[config.mk]
export PLATFORM = sky130hd
export DESIGN_NAME = cid_decoder
export DESIGN_NICKNAME = d
export VERILOG_FILES = /design/src/shared/cid_pkg.sv /design/src/shared/cid_od_if.sv /design/src/rtl/cid_od_store.sv /design/src/rtl/cid_decoder.sv
export SDC_FILE = /design/constraint.sdc
export NUM_CORES = 1
export LEC_CHECK = 0
export ABC_AREA = 0
export BUFFER_PORTS_ARGS = -buffer_cell sky130_fd_sc_hd__buf_2
export CAP_MARGIN = 20
export CORE_MARGIN = 5
export CORE_UTILIZATION = 58
export CTS_BUF_LIST = sky130_fd_sc_hd__clkbuf_2 sky130_fd_sc_hd__clkbuf_4 sky130_fd_sc_hd__clkbuf_8
export DETAILED_ROUTE_END_ITERATION = 16
export MAX_ROUTING_LAYER = met4
export PLACE_DENSITY = 0.87
export SYNTH_ARGS = -nofsm -noshare
export SYNTH_HDL_FRONTEND = slang
export SYNTH_SLANG_ARGS = --single-unit
[constraint.sdc]
create_clock -name clk_in -period 4.7 [get_ports clk_in]
set_input_delay 0.235 -clock clk_in [delete_from_list [all_inputs] [get_ports clk_in]]
set_output_delay 0.235 -clock clk_in [all_outputs]
set_load 0.1 [all_outputs]
[src/shared/cid_pkg.sv]
package cid_pkg;

  localparam int ID_W   = 11;
  localparam int FC_W   = 4;
  localparam int NODE_W = 7;

  localparam logic [FC_W-1:0] FC_NMT     = 4'h0;
  localparam logic [FC_W-1:0] FC_SYNC    = 4'h1;
  localparam logic [FC_W-1:0] FC_TIME    = 4'h2;
  localparam logic [FC_W-1:0] FC_TPDO1   = 4'h3;
  localparam logic [FC_W-1:0] FC_RPDO1   = 4'h4;
  localparam logic [FC_W-1:0] FC_TPDO2   = 4'h5;
  localparam logic [FC_W-1:0] FC_TPDO3   = 4'h7;
  localparam logic [FC_W-1:0] FC_TPDO4   = 4'h9;
  localparam logic [FC_W-1:0] FC_SDO_TX  = 4'hb;
  localparam logic [FC_W-1:0] FC_SDO_RX  = 4'hc;
  localparam logic [NODE_W-1:0] NODE_NONE = 7'h00;

  localparam logic [3:0] SDO_DLC     = 4'h8;
  localparam logic [3:0] TPDO_DLC    = 4'h2;

  localparam logic [7:0] CMD_DL4    = 8'h23;
  localparam logic [7:0] CMD_DL2    = 8'h2b;
  localparam logic [7:0] CMD_DL1    = 8'h2f;
  localparam logic [7:0] CMD_UL     = 8'h40;
  localparam logic [7:0] RES_DL_OK  = 8'h60;
  localparam logic [7:0] RES_UL4    = 8'h43;
  localparam logic [7:0] RES_UL2    = 8'h4b;
  localparam logic [7:0] RES_UL1    = 8'h4f;
  localparam logic [7:0] RES_ERR    = 8'h80;

  localparam logic [31:0] ABORT_CMD    = 32'h0504_0001;
  localparam logic [31:0] ABORT_WO     = 32'h0601_0001;
  localparam logic [31:0] ABORT_RO     = 32'h0601_0002;
  localparam logic [31:0] ABORT_NO_OBJ = 32'h0602_0000;

  localparam logic [7:0] NMT_START    = 8'h01;
  localparam logic [7:0] NMT_STOP     = 8'h02;
  localparam logic [7:0] NMT_PREOP    = 8'h80;
  localparam logic [7:0] NMT_RST_NODE = 8'h81;
  localparam logic [7:0] NMT_RST_COMM = 8'h82;

  localparam logic [1:0] ST_PREOP = 2'h0;
  localparam logic [1:0] ST_OPER  = 2'h1;
  localparam logic [1:0] ST_STOP  = 2'h2;

  // Object table: entry 0 control, 1 status, 2 mode, 3 target.
  localparam int OBJ_N = 4;
  localparam logic [1:0] OBJ_STATUS = 2'h1;
  localparam logic [15:0] OBJ_INDEX [OBJ_N] = '{16'h6040, 16'h6041, 16'h6060, 16'h607a};
  localparam logic [7:0]  OBJ_SUB   = 8'h00;
  localparam logic [7:0]  OBJ_UPRES [OBJ_N] = '{RES_UL2, RES_UL2, RES_UL1, RES_UL4};
  localparam logic [31:0] OBJ_MASK  [OBJ_N] = '{32'h0000_ffff, 32'h0000_ffff, 32'h0000_00ff, 32'hffff_ffff};
  localparam logic [OBJ_N-1:0] OBJ_RD    = 4'b0111;
  localparam logic [OBJ_N-1:0] OBJ_WR    = 4'b1101;
  localparam logic [OBJ_N-1:0] OBJ_MAP   = 4'b0010;
  localparam logic [OBJ_N-1:0] OBJ_STORE = 4'b0000;
  localparam logic [31:0] OBJ_RESET = 32'h0000_0000;

  typedef enum logic [1:0] {NMT_S_PREOP, NMT_S_OPER, NMT_S_STOP} cid_nmt_e;
  typedef enum logic [1:0] {SDO_IDLE, SDO_READ, SDO_SEND} cid_sdo_e;

endpackage : cid_pkg

[src/shared/cid_od_if.sv]
`timescale 1ns/1ps
`default_nettype none
interface cid_od_if;
  logic        wr_en;
  logic [1:0]  wr_sel;
  logic [31:0] wr_data;
  logic        rd_en;
  logic [1:0]  rd_sel;
  logic [31:0] rd_data;
  logic [31:0] val [4];

  modport master (output wr_en, wr_sel, wr_data, rd_en, rd_sel, input rd_data, val);
  modport store  (input wr_en, wr_sel, wr_data, rd_en, rd_sel, output rd_data, val);
endinterface : cid_od_if
`default_nettype wire

[src/rtl/cid_od_store.sv]
`timescale 1ns/1ps
`default_nettype none
module cid_od_store
  import cid_pkg::*;
(
  input  wire logic  clk_in,
  input  wire logic  srst_in,
  cid_od_if.store    od
);

  logic [31:0] obj_q [OBJ_N];
  logic [31:0] obj_d [OBJ_N];
  logic [31:0] rd_q;
  logic [31:0] rd_d;

  genvar gi;
  generate
    for (gi = 0; gi < OBJ_N; gi++)
    begin : g_obj
      // Only writable objects take data; the status entry stays at reset.
      always_comb
      begin
        obj_d[gi] = obj_q[gi];
        if (od.wr_en && od.wr_sel == 2'(gi) && OBJ_WR[gi])
          obj_d[gi] = od.wr_data & OBJ_MASK[gi];
      end
      always_ff @(posedge clk_in)
      begin
        if (srst_in)
          obj_q[gi] <= OBJ_RESET;
        else
          obj_q[gi] <= obj_d[gi];
      end
      assign od.val[gi] = obj_q[gi];
    end
  endgenerate

  always_comb
  begin
    rd_d = rd_q;
    if (od.rd_en)
      rd_d = obj_q[od.rd_sel];
  end

  always_ff @(posedge clk_in)
  begin
    if (srst_in)
      rd_q <= OBJ_RESET;
    else
      rd_q <= rd_d;
  end

  assign od.rd_data = rd_q;

endmodule : cid_od_store
`default_nettype wire

[src/rtl/cid_decoder.sv]
`timescale 1ns/1ps
`default_nettype none
module cid_decoder
  import cid_pkg::*;
(
  input  wire logic        clk_in,
  input  wire logic        srst_in,
  input  wire logic [6:0]  station_in,
  input  wire logic        rx_valid_in,
  input  wire logic [10:0] rx_id_in,
  input  wire logic [3:0]  rx_dlc_in,
  input  wire logic [63:0] rx_data_in,
  output logic             tx_valid_out,
  output logic [10:0]      tx_id_out,
  output logic [3:0]       tx_dlc_out,
  output logic [63:0]      tx_data_out,
  input  wire logic        tx_ready_in,
  input  wire logic [15:0] drive_status_in,
  input  wire logic [1:0]  tpdo_map_sel_in,
  output logic             map_fault_out,
  output logic [15:0]      drive_control_word_out,
  output logic [7:0]       operating_mode_select_out,
  output logic [31:0]      target_position_value_out,
  output logic             rpdo_valid_out,
  output logic [3:0]       rpdo_dlc_out,
  output logic [63:0]      rpdo_data_out,
  output logic             sync_pulse_out,
  output logic             time_pulse_out,
  output logic [1:0]       nmt_state_out,
  output logic             reset_node_out,
  output logic             reset_comm_out,
  output logic             nv_store_out,
  output logic [1:0]       nv_store_sel_out,
  output logic [31:0]      nv_store_data_out,
  output logic [6:0]       station_out
);

  cid_od_if od ();

  cid_od_store u_store (
    .clk_in  (clk_in),
    .srst_in (srst_in),
    .od      (od)
  );

  // Station switches are off-clock pins; three stages, accepted when the last two agree.
  logic [6:0]  st1_q, st2_q, st3_q, node_q, node_d;
  cid_nmt_e    nmt_q, nmt_d;
  cid_sdo_e    sdo_q, sdo_d;
  logic [63:0] rep_q, rep_d;
  logic [1:0]  rsel_q, rsel_d;
  logic [7:0]  rcmd_q, rcmd_d;
  logic        tpdo_q, tpdo_d;
  logic        txv_q, txv_d;
  logic [10:0] txid_q, txid_d;
  logic [3:0]  txdlc_q, txdlc_d;
  logic [63:0] txdat_q, txdat_d;
  logic        rpv_q, rpv_d, syn_q, syn_d, tim_q, tim_d, rn_q, rn_d, rc_q, rc_d;
  logic [3:0]  rpdlc_q, rpdlc_d;
  logic [63:0] rpdat_q, rpdat_d;
  logic        nvs_q, nvs_d;
  logic [1:0]  nvsel_q, nvsel_d;
  logic [31:0] nvdat_q, nvdat_d;

  logic [FC_W-1:0]   fc;
  logic [NODE_W-1:0] nd;
  logic        node_ok, addressed, is_nmt, is_sync, is_time, is_sdo, is_rpdo;
  logic        nmt_hit, obj_hit, can_load, pick_sdo;
  logic [1:0]  obj_sel;
  logic [7:0]  cmd, tgt;
  logic [15:0] idx, status_word;
  logic [31:0] dl_val;
  logic [10:0] sdo_id, tpdo_id;
  logic [1:0]  nmt_code;

  always_comb
  begin
    fc = rx_id_in[ID_W-1:NODE_W];
    nd = rx_id_in[NODE_W-1:0];
    node_ok = node_q != NODE_NONE;
    addressed = node_ok && nd == node_q;
    is_nmt  = rx_valid_in && rx_id_in == {FC_NMT, NODE_NONE};
    is_sync = rx_valid_in && rx_id_in == {FC_SYNC, NODE_NONE};
    is_time = rx_valid_in && rx_id_in == {FC_TIME, NODE_NONE};
    is_sdo  = rx_valid_in && fc == FC_SDO_RX && addressed;
    is_rpdo = rx_valid_in && fc == FC_RPDO1 && addressed;
    cmd = rx_data_in[7:0];
    tgt = rx_data_in[15:8];
    idx = rx_data_in[23:8];
    nmt_hit = tgt == 8'h00 || (node_ok && tgt == {1'b0, node_q});
    obj_hit = 1'b0;
    obj_sel = 2'h0;
    for (int i = 0; i < OBJ_N; i++)
    begin
      if (idx == OBJ_INDEX[i] && rx_data_in[31:24] == OBJ_SUB)
      begin
        obj_hit = 1'b1;
        obj_sel = 2'(i);
      end
    end
    unique case (cmd)
      CMD_DL1: dl_val = {24'h000000, rx_data_in[39:32]};
      CMD_DL2: dl_val = {16'h0000, rx_data_in[47:32]};
      default: dl_val = rx_data_in[63:32];
    endcase
    unique case (nmt_q)
      NMT_S_OPER: nmt_code = ST_OPER;
      NMT_S_STOP: nmt_code = ST_STOP;
      NMT_S_PREOP: nmt_code = ST_PREOP;
      default: nmt_code = ST_PREOP;
    endcase
    status_word = {drive_status_in[15:2], nmt_code};
    sdo_id  = {FC_SDO_TX, node_q};
    tpdo_id = {FC_TPDO1, node_q};
  end

  // Next state of the node, the service channel and the object store ports.
  always_comb
  begin
    node_d = (st2_q == st3_q) ? st3_q : node_q;
    nmt_d = nmt_q;
    rn_d = 1'b0;
    rc_d = 1'b0;
    syn_d = is_sync;
    tim_d = is_time;
    rpv_d = 1'b0;
    rpdlc_d = rpdlc_q;
    rpdat_d = rpdat_q;
    sdo_d = sdo_q;
    rep_d = rep_q;
    rsel_d = rsel_q;
    rcmd_d = rcmd_q;
    nvs_d = 1'b0;
    nvsel_d = nvsel_q;
    nvdat_d = nvdat_q;
    od.wr_en = 1'b0;
    od.wr_sel = obj_sel;
    od.wr_data = dl_val;
    od.rd_en = 1'b0;
    od.rd_sel = obj_sel;
    if (is_nmt && nmt_hit)
    begin
      unique case (cmd)
        NMT_START: nmt_d = NMT_S_OPER;
        NMT_STOP:  nmt_d = NMT_S_STOP;
        NMT_PREOP: nmt_d = NMT_S_PREOP;
        NMT_RST_NODE:
        begin
          nmt_d = NMT_S_PREOP;
          rn_d = 1'b1;
        end
        NMT_RST_COMM:
        begin
          nmt_d = NMT_S_PREOP;
          rc_d = 1'b1;
        end
        default: nmt_d = nmt_q;
      endcase
    end
    // Received process data is passed on raw and never answered.
    if (is_rpdo && nmt_q == NMT_S_OPER)
    begin
      rpv_d = 1'b1;
      rpdlc_d = rx_dlc_in;
      rpdat_d = rx_data_in;
    end
    unique case (sdo_q)
      SDO_IDLE:
      begin
        // A stopped node answers module control only.
        if (is_sdo && nmt_q != NMT_S_STOP)
        begin
          sdo_d = SDO_SEND;
          rep_d = {32'h0000_0000, rx_data_in[31:24], idx, RES_DL_OK};
          if (!obj_hit)
            rep_d = {ABORT_NO_OBJ, rx_data_in[31:8], RES_ERR};
          else if (cmd == CMD_UL)
          begin
            if (!OBJ_RD[obj_sel])
              rep_d = {ABORT_WO, rx_data_in[31:8], RES_ERR};
            else if (obj_sel == OBJ_STATUS)
              rep_d = {16'h0000, status_word, rx_data_in[31:8], OBJ_UPRES[obj_sel]};
            else
            begin
              od.rd_en = 1'b1;
              rsel_d = obj_sel;
              rcmd_d = OBJ_UPRES[obj_sel];
              rep_d = {32'h0000_0000, rx_data_in[31:8], RES_UL4};
              sdo_d = SDO_READ;
            end
          end
          else if (cmd == CMD_DL1 || cmd == CMD_DL2 || cmd == CMD_DL4)
          begin
            if (!OBJ_WR[obj_sel])
              rep_d = {ABORT_RO, rx_data_in[31:8], RES_ERR};
            else
            begin
              od.wr_en = 1'b1;
              if (OBJ_STORE[obj_sel])
              begin
                nvs_d = 1'b1;
                nvsel_d = obj_sel;
                nvdat_d = dl_val & OBJ_MASK[obj_sel];
              end
            end
          end
          else
            rep_d = {ABORT_CMD, rx_data_in[31:8], RES_ERR};
        end
      end
      SDO_READ:
      begin
        rep_d = {od.rd_data & OBJ_MASK[rsel_q], rep_q[31:8], rcmd_q};
        sdo_d = SDO_SEND;
      end
      SDO_SEND:
      begin
        if (can_load && pick_sdo)
          sdo_d = SDO_IDLE;
      end
    endcase
  end

  // Transmit slot: one frame register, refilled as soon as the controller takes it.
  always_comb
  begin
    can_load = !txv_q || tx_ready_in;
    // The lower identifier reaches its first 0 bit earlier, and that dominant bit wins arbitration.
    pick_sdo = sdo_q == SDO_SEND && !(tpdo_q && tpdo_id < sdo_id);
    tpdo_d = tpdo_q;
    txv_d = txv_q && !tx_ready_in;
    txid_d = txid_q;
    txdlc_d = txdlc_q;
    txdat_d = txdat_q;
    if (can_load && pick_sdo)
    begin
      txv_d = 1'b1;
      txid_d = sdo_id;
      txdlc_d = SDO_DLC;
      txdat_d = rep_q;
    end
    else if (can_load && tpdo_q)
    begin
      txv_d = 1'b1;
      txid_d = tpdo_id;
      txdlc_d = TPDO_DLC;
      txdat_d = {48'h0000_0000_0000, status_word};
      tpdo_d = 1'b0;
    end
    if (nmt_q != NMT_S_OPER)
      tpdo_d = 1'b0;
    else if (is_sync && OBJ_MAP[tpdo_map_sel_in] && node_ok)
      tpdo_d = 1'b1;
  end

  always_ff @(posedge clk_in)
  begin
    if (srst_in)
    begin
      st1_q <= NODE_NONE;
      st2_q <= NODE_NONE;
      st3_q <= NODE_NONE;
      node_q <= NODE_NONE;
      nmt_q <= NMT_S_PREOP;
      sdo_q <= SDO_IDLE;
      rep_q <= 64'h0000_0000_0000_0000;
      rsel_q <= 2'h0;
      rcmd_q <= 8'h00;
      tpdo_q <= 1'b0;
      txv_q <= 1'b0;
      txid_q <= 11'h000;
      txdlc_q <= 4'h0;
      txdat_q <= 64'h0000_0000_0000_0000;
      rpv_q <= 1'b0;
      rpdlc_q <= 4'h0;
      rpdat_q <= 64'h0000_0000_0000_0000;
      syn_q <= 1'b0;
      tim_q <= 1'b0;
      rn_q <= 1'b0;
      rc_q <= 1'b0;
      nvs_q <= 1'b0;
      nvsel_q <= 2'h0;
      nvdat_q <= 32'h0000_0000;
    end
    else
    begin
      st1_q <= station_in;
      st2_q <= st1_q;
      st3_q <= st2_q;
      node_q <= node_d;
      nmt_q <= nmt_d;
      sdo_q <= sdo_d;
      rep_q <= rep_d;
      rsel_q <= rsel_d;
      rcmd_q <= rcmd_d;
      tpdo_q <= tpdo_d;
      txv_q <= txv_d;
      txid_q <= txid_d;
      txdlc_q <= txdlc_d;
      txdat_q <= txdat_d;
      rpv_q <= rpv_d;
      rpdlc_q <= rpdlc_d;
      rpdat_q <= rpdat_d;
      syn_q <= syn_d;
      tim_q <= tim_d;
      rn_q <= rn_d;
      rc_q <= rc_d;
      nvs_q <= nvs_d;
      nvsel_q <= nvsel_d;
      nvdat_q <= nvdat_d;
    end
  end

  assign tx_valid_out = txv_q;
  assign tx_id_out = txid_q;
  assign tx_dlc_out = txdlc_q;
  assign tx_data_out = txdat_q;
  assign map_fault_out = !OBJ_MAP[tpdo_map_sel_in];
  assign drive_control_word_out = od.val[0][15:0];
  assign operating_mode_select_out = od.val[2][7:0];
  assign target_position_value_out = od.val[3];
  assign rpdo_valid_out = rpv_q;
  assign rpdo_dlc_out = rpdlc_q;
  assign rpdo_data_out = rpdat_q;
  assign sync_pulse_out = syn_q;
  assign time_pulse_out = tim_q;
  assign nmt_state_out = nmt_code;
  assign reset_node_out = rn_q;
  assign reset_comm_out = rc_q;
  assign nv_store_out = nvs_q;
  assign nv_store_sel_out = nvsel_q;
  assign nv_store_data_out = nvdat_q;
  assign station_out = node_q;

endmodule : cid_decoder
`default_nettype wire

==> results.tsv <==
stage	metric	value	unit
floorplanning	initial core utilization	0.593	
pwr	Lkg Pwr	7.04	nW
final_layout	Area Growth Syn to Fin	26.4	%
floorplanning	core footprint	0.0228	sq mm
worst_setup_path	cells along the critical path	dlygate4sd3_1, buf_2, nor4_1, nand4_1, nor4_1, or3b_2, a21oi_1	
timing	Worst-Margin Slew	1.03	ns
place	Placer Congestion	0.919	
yosys	mean post-synth cell area	8.75	sq um
final_layout	share of cells above drive strength 1	0.233	
outcome	status	complete, no violations	
pwr	Flop pwr share	0.483	
final_layout	commonest cells after routing, fill and taps aside	336 x dfxtp_1, 320 x buf_2, 308 x nand2_1	
worst_setup_path	nature of the critical path endpoint	register	
route	Initial DRC Count	1356	
place	Placed Area	0.0151	sq mm
place	post-place setup slack	1.61	ns
place	Port Buf Inserts	321	
global_routing	vias in the first global route	13000	
worst_setup_path	reg-to-reg critical path startpoint	station_out[2]	
yosys	ys flop type	dfxtp_1	
yosys	Post-Syn Area	0.0135	sq mm
global_routing	first-pass GRT wire length	70100	microns
global_routing	initial antenna violation count	1	
worst_setup_path	Crit Path Class	input port to register	
route	1st-pass router iterations	6	
route	DRC viols	0	
cts	Clock transition at path regs	0.06	ns
route	DR vias	13100	
worst_setup_path	crit-path max FO	14	
yosys	Syn Inst Count	1543	
pwr	Sw Ratio	0.260	
timing	max frequency	0.313	GHz
timing	setup TNS	0	ns
hold_path	hold_sp	rx_data_in[13]	
yosys	Distinct cells, synth	63	
timing	endpoints failing hold	0	
route	WL final	44700	microns
worst_setup_path	Crit path top cell by count	nor4_1	
pwr	P_sw	0.00154	W
yosys	warnings from Yosys	0	
pwr	VDD IR max	0.261	mV
pwr	internal power	0.00440	W
worst_setup_path	CP arrival	3.69	ns
cts	CTS H-tree lvls	2	
pwr	Pwr Density	348	mW/mm^2
cts	CTS max path bufs	3	
cts	CTS tree	built	
cts	clock latency on the worst-skew pair	0.58	ns
pwr	clock network power share	0.426	
cts	clk sink count	336	
worst_setup_path	CP startpoint	rx_data_in[2]	
pwr	Logic pwr share	0.091	
worst_setup_path	crit start category	input port	
worst_setup_path	CP max-delay cell	nor4_1	
yosys	flop and latch count out of synthesis	336	
worst_setup_path	CP peak stage delay	0.77	ns
cts	PostCTS Resize Cnt	0	
timing	Final min period	3.19	ns
route	number of vias per cell	5.81	
route	drt wl/cell	19.8	microns
global_routing	total grt overflow	0	
global_routing	pin count of the biggest net entering global routing	140	
timing	Slew Limit Fails	0	
place	Final HPWL DP	28000	microns
yosys	asr flop ratio synth	0	
yosys	number of synthesized flops with an enable pin	0	
cts	Num CTS Buffers	52	
final_layout	Final Non-Filler Cells	2261	
floorplanning	Rows	55	
floorplanning	DIE WIDTH	163	microns
final_layout	commonest non-fill, non-tap cell in the layout	dfxtp_1	
place	Placed Instances	2082	
worst_setup_path	Critical Path RT	5.20	ns
floorplanning	Die Ht	163	microns
hold_path	HP Class	input port to register	
final_layout	Net count, final	2025	
floorplanning	Die ar.	0.0264	sq mm
timing	RSZ-0062 raised after global routing	false	
timing	Tcrit/Tclk final	0.679	
run	MaxCap Viol Count	0	
final_layout	Finished Cell Area	0.0171	sq mm
global_routing	Tot GR Track Use	0.334	
route	Final ANT Viol Nets	0	
cts	Root Driver	clkbuf_8	
timing	Setup Viol. Count Final	0	
yosys	sequential fraction of the synthesis area	0.498	
timing	Final Skew	0.0205	ns
floorplanning	io pins	362	
timing	post-route setup slack	1.51	ns
timing	slew margin rel.	0.310	
[worst max-delay path, delay by kind of cell]
family | cells | cell delay (ns)
and+or+nand+nor | 4 | 2.59
buffers and inverters | 2 | 0.72
AOI/OAI and AO/OA | 1 | 0.14
[timing repair]
| item | in CTS | in global routing |
|---|---|---|
| hold buffers | 90 | 0 |
| hold endpoints to repair | 146 | 0 |
| buffers inserted | 0 | 0 |
[final cells by class]
| class | instances | area, sq um |
|---|---|---|
| Sequential cell | 336 | 6730 |
| Fill cell | 1520 | 5720 |
| Tap cell | 313 | 392 |
| Timing Repair Buffer | 429 | 2670 |
| Antenna cell | 1 | 2.50 |
| Clock buffer | 81 | 1030 |
| Inverter | 10 | 37.5 |
| Clock inverter | 6 | 41.3 |
| Multi-Input combinational cell | 1085 | 6160 |
[cells by family (layout without fill, tap and decap cells)]
| group | Yosys count | count (layout) | synth area share |
|---|---|---|---|
| compound gates | 296 | 296 | 0.132 |
| buf+inv | 159 | 526 | 0.0576 |
| mux | 69 | 69 | 0.0512 |
| flops | 336 | 336 | 0.498 |
| fa+ha+maj | 3 | 3 | 0.00278 |
| xor+xnor | 22 | 22 | 0.0143 |
| other cells | 1 | 39 | 0.000278 |
| simple gates | 657 | 657 | 0.244 |
[registers in the layout, summed over array words and instances, names as in the netlist, 3 cells and up]
register            count
rpdo_data_out          64
tx_data_out            64
rep_q                  62
u_store.obj_q          56
u_store.od.rd_data     32
tx_id_out               9
st1_q                   7
st2_q                   7
st3_q                   7
station_out             7
rpdo_dlc_out            4
rcmd_q                  3
[power groups by stage]
stage | Clock [W] | Sequential (W) | Combinational (W)
6_report | 0.00253 | 0.00287 | 0.000542
2_1_floorplan | 0 | 0.00296 | 0.000339
3_5_place_dp | 0 | 0.00293 | 0.000463
4_1_cts | 0.00252 | 0.00287 | 0.000522
5_1_grt | 0.00268 | 0.00287 | 0.000567
3_3_place_gp | 0 | 0.00293 | 0.000456
[Yosys cell counts, types with 3 or more instances]
cell type	count	area share
a311oi_1	19	0.012
a31oi_1	6	0.0028
xnor2_1	8	0.0052
buf_2	9	0.0033
clkbuf_1	86	0.024
a32oi_1	3	0.0019
nor2_1	28	0.0078
nor3_1	34	0.013
a22oi_1	20	0.011
o21ai_0	6	0.0022
or4_1	8	0.0044
nor2b_1	25	0.012
and3_1	5	0.0023
or3_1	5	0.0023
nor4b_1	5	0.0032
buf_4	41	0.023
xor2_1	14	0.0091
a211oi_1	9	0.0050
mux2i_1	69	0.051
a21oi_1	193	0.072
o31ai_1	11	0.0061
o211ai_1	8	0.0044
a32o_1	5	0.0037
nand4_1	16	0.0074
nand4_2	4	0.0037
buf_1	11	0.0031
nand2_1	308	0.086
or2_2	4	0.0019
nand2b_1	76	0.035
inv_1	10	0.0028
o2bb2ai_1	5	0.0032
ha_1	3	0.0028
dfxtp_1	336	0.50
nor4_1	11	0.0051
nor4_4	4	0.0063
and2_1	19	0.0088
nand3_1	88	0.033
[metal layers]
layer | up-vias | wire length [microns] | global-route usage
li1 | 6012 | - | -
met1 | 6120 | 17100 | 0.417
met2 | 859 | 21300 | 0.540
met3 | 150 | 4610 | 0.0671
met4 | 0 | 1700 | 0.123
met5 | - | 0 | -
[final timing paths]
check / end / slack (ns) / depth (start not counted)
setup reg to reg: u_store.obj_q[0][15] / 1.64 / 6
hold reg to reg: st2_q[3] / 0.44 / 1
setup / recovery: sdo_q[0] / 1.51 / 7
hold / removal: rpdo_data_out[13] / 0.03 / 3
[metrics by stage]
step           total power (W)   util  hold slack, ns
2_1_floorplan          0.00330      -           0.310
3_3_place_gp           0.00339  0.661           0.421
3_5_place_dp           0.00339  0.661           0.431
4_1_cts                0.00591  0.748         0.00556
5_1_grt                0.00612  0.749          0.0510
6_report               0.00594  0.749          0.0292
Note: power is estimated with default switching activity, not from simulation.
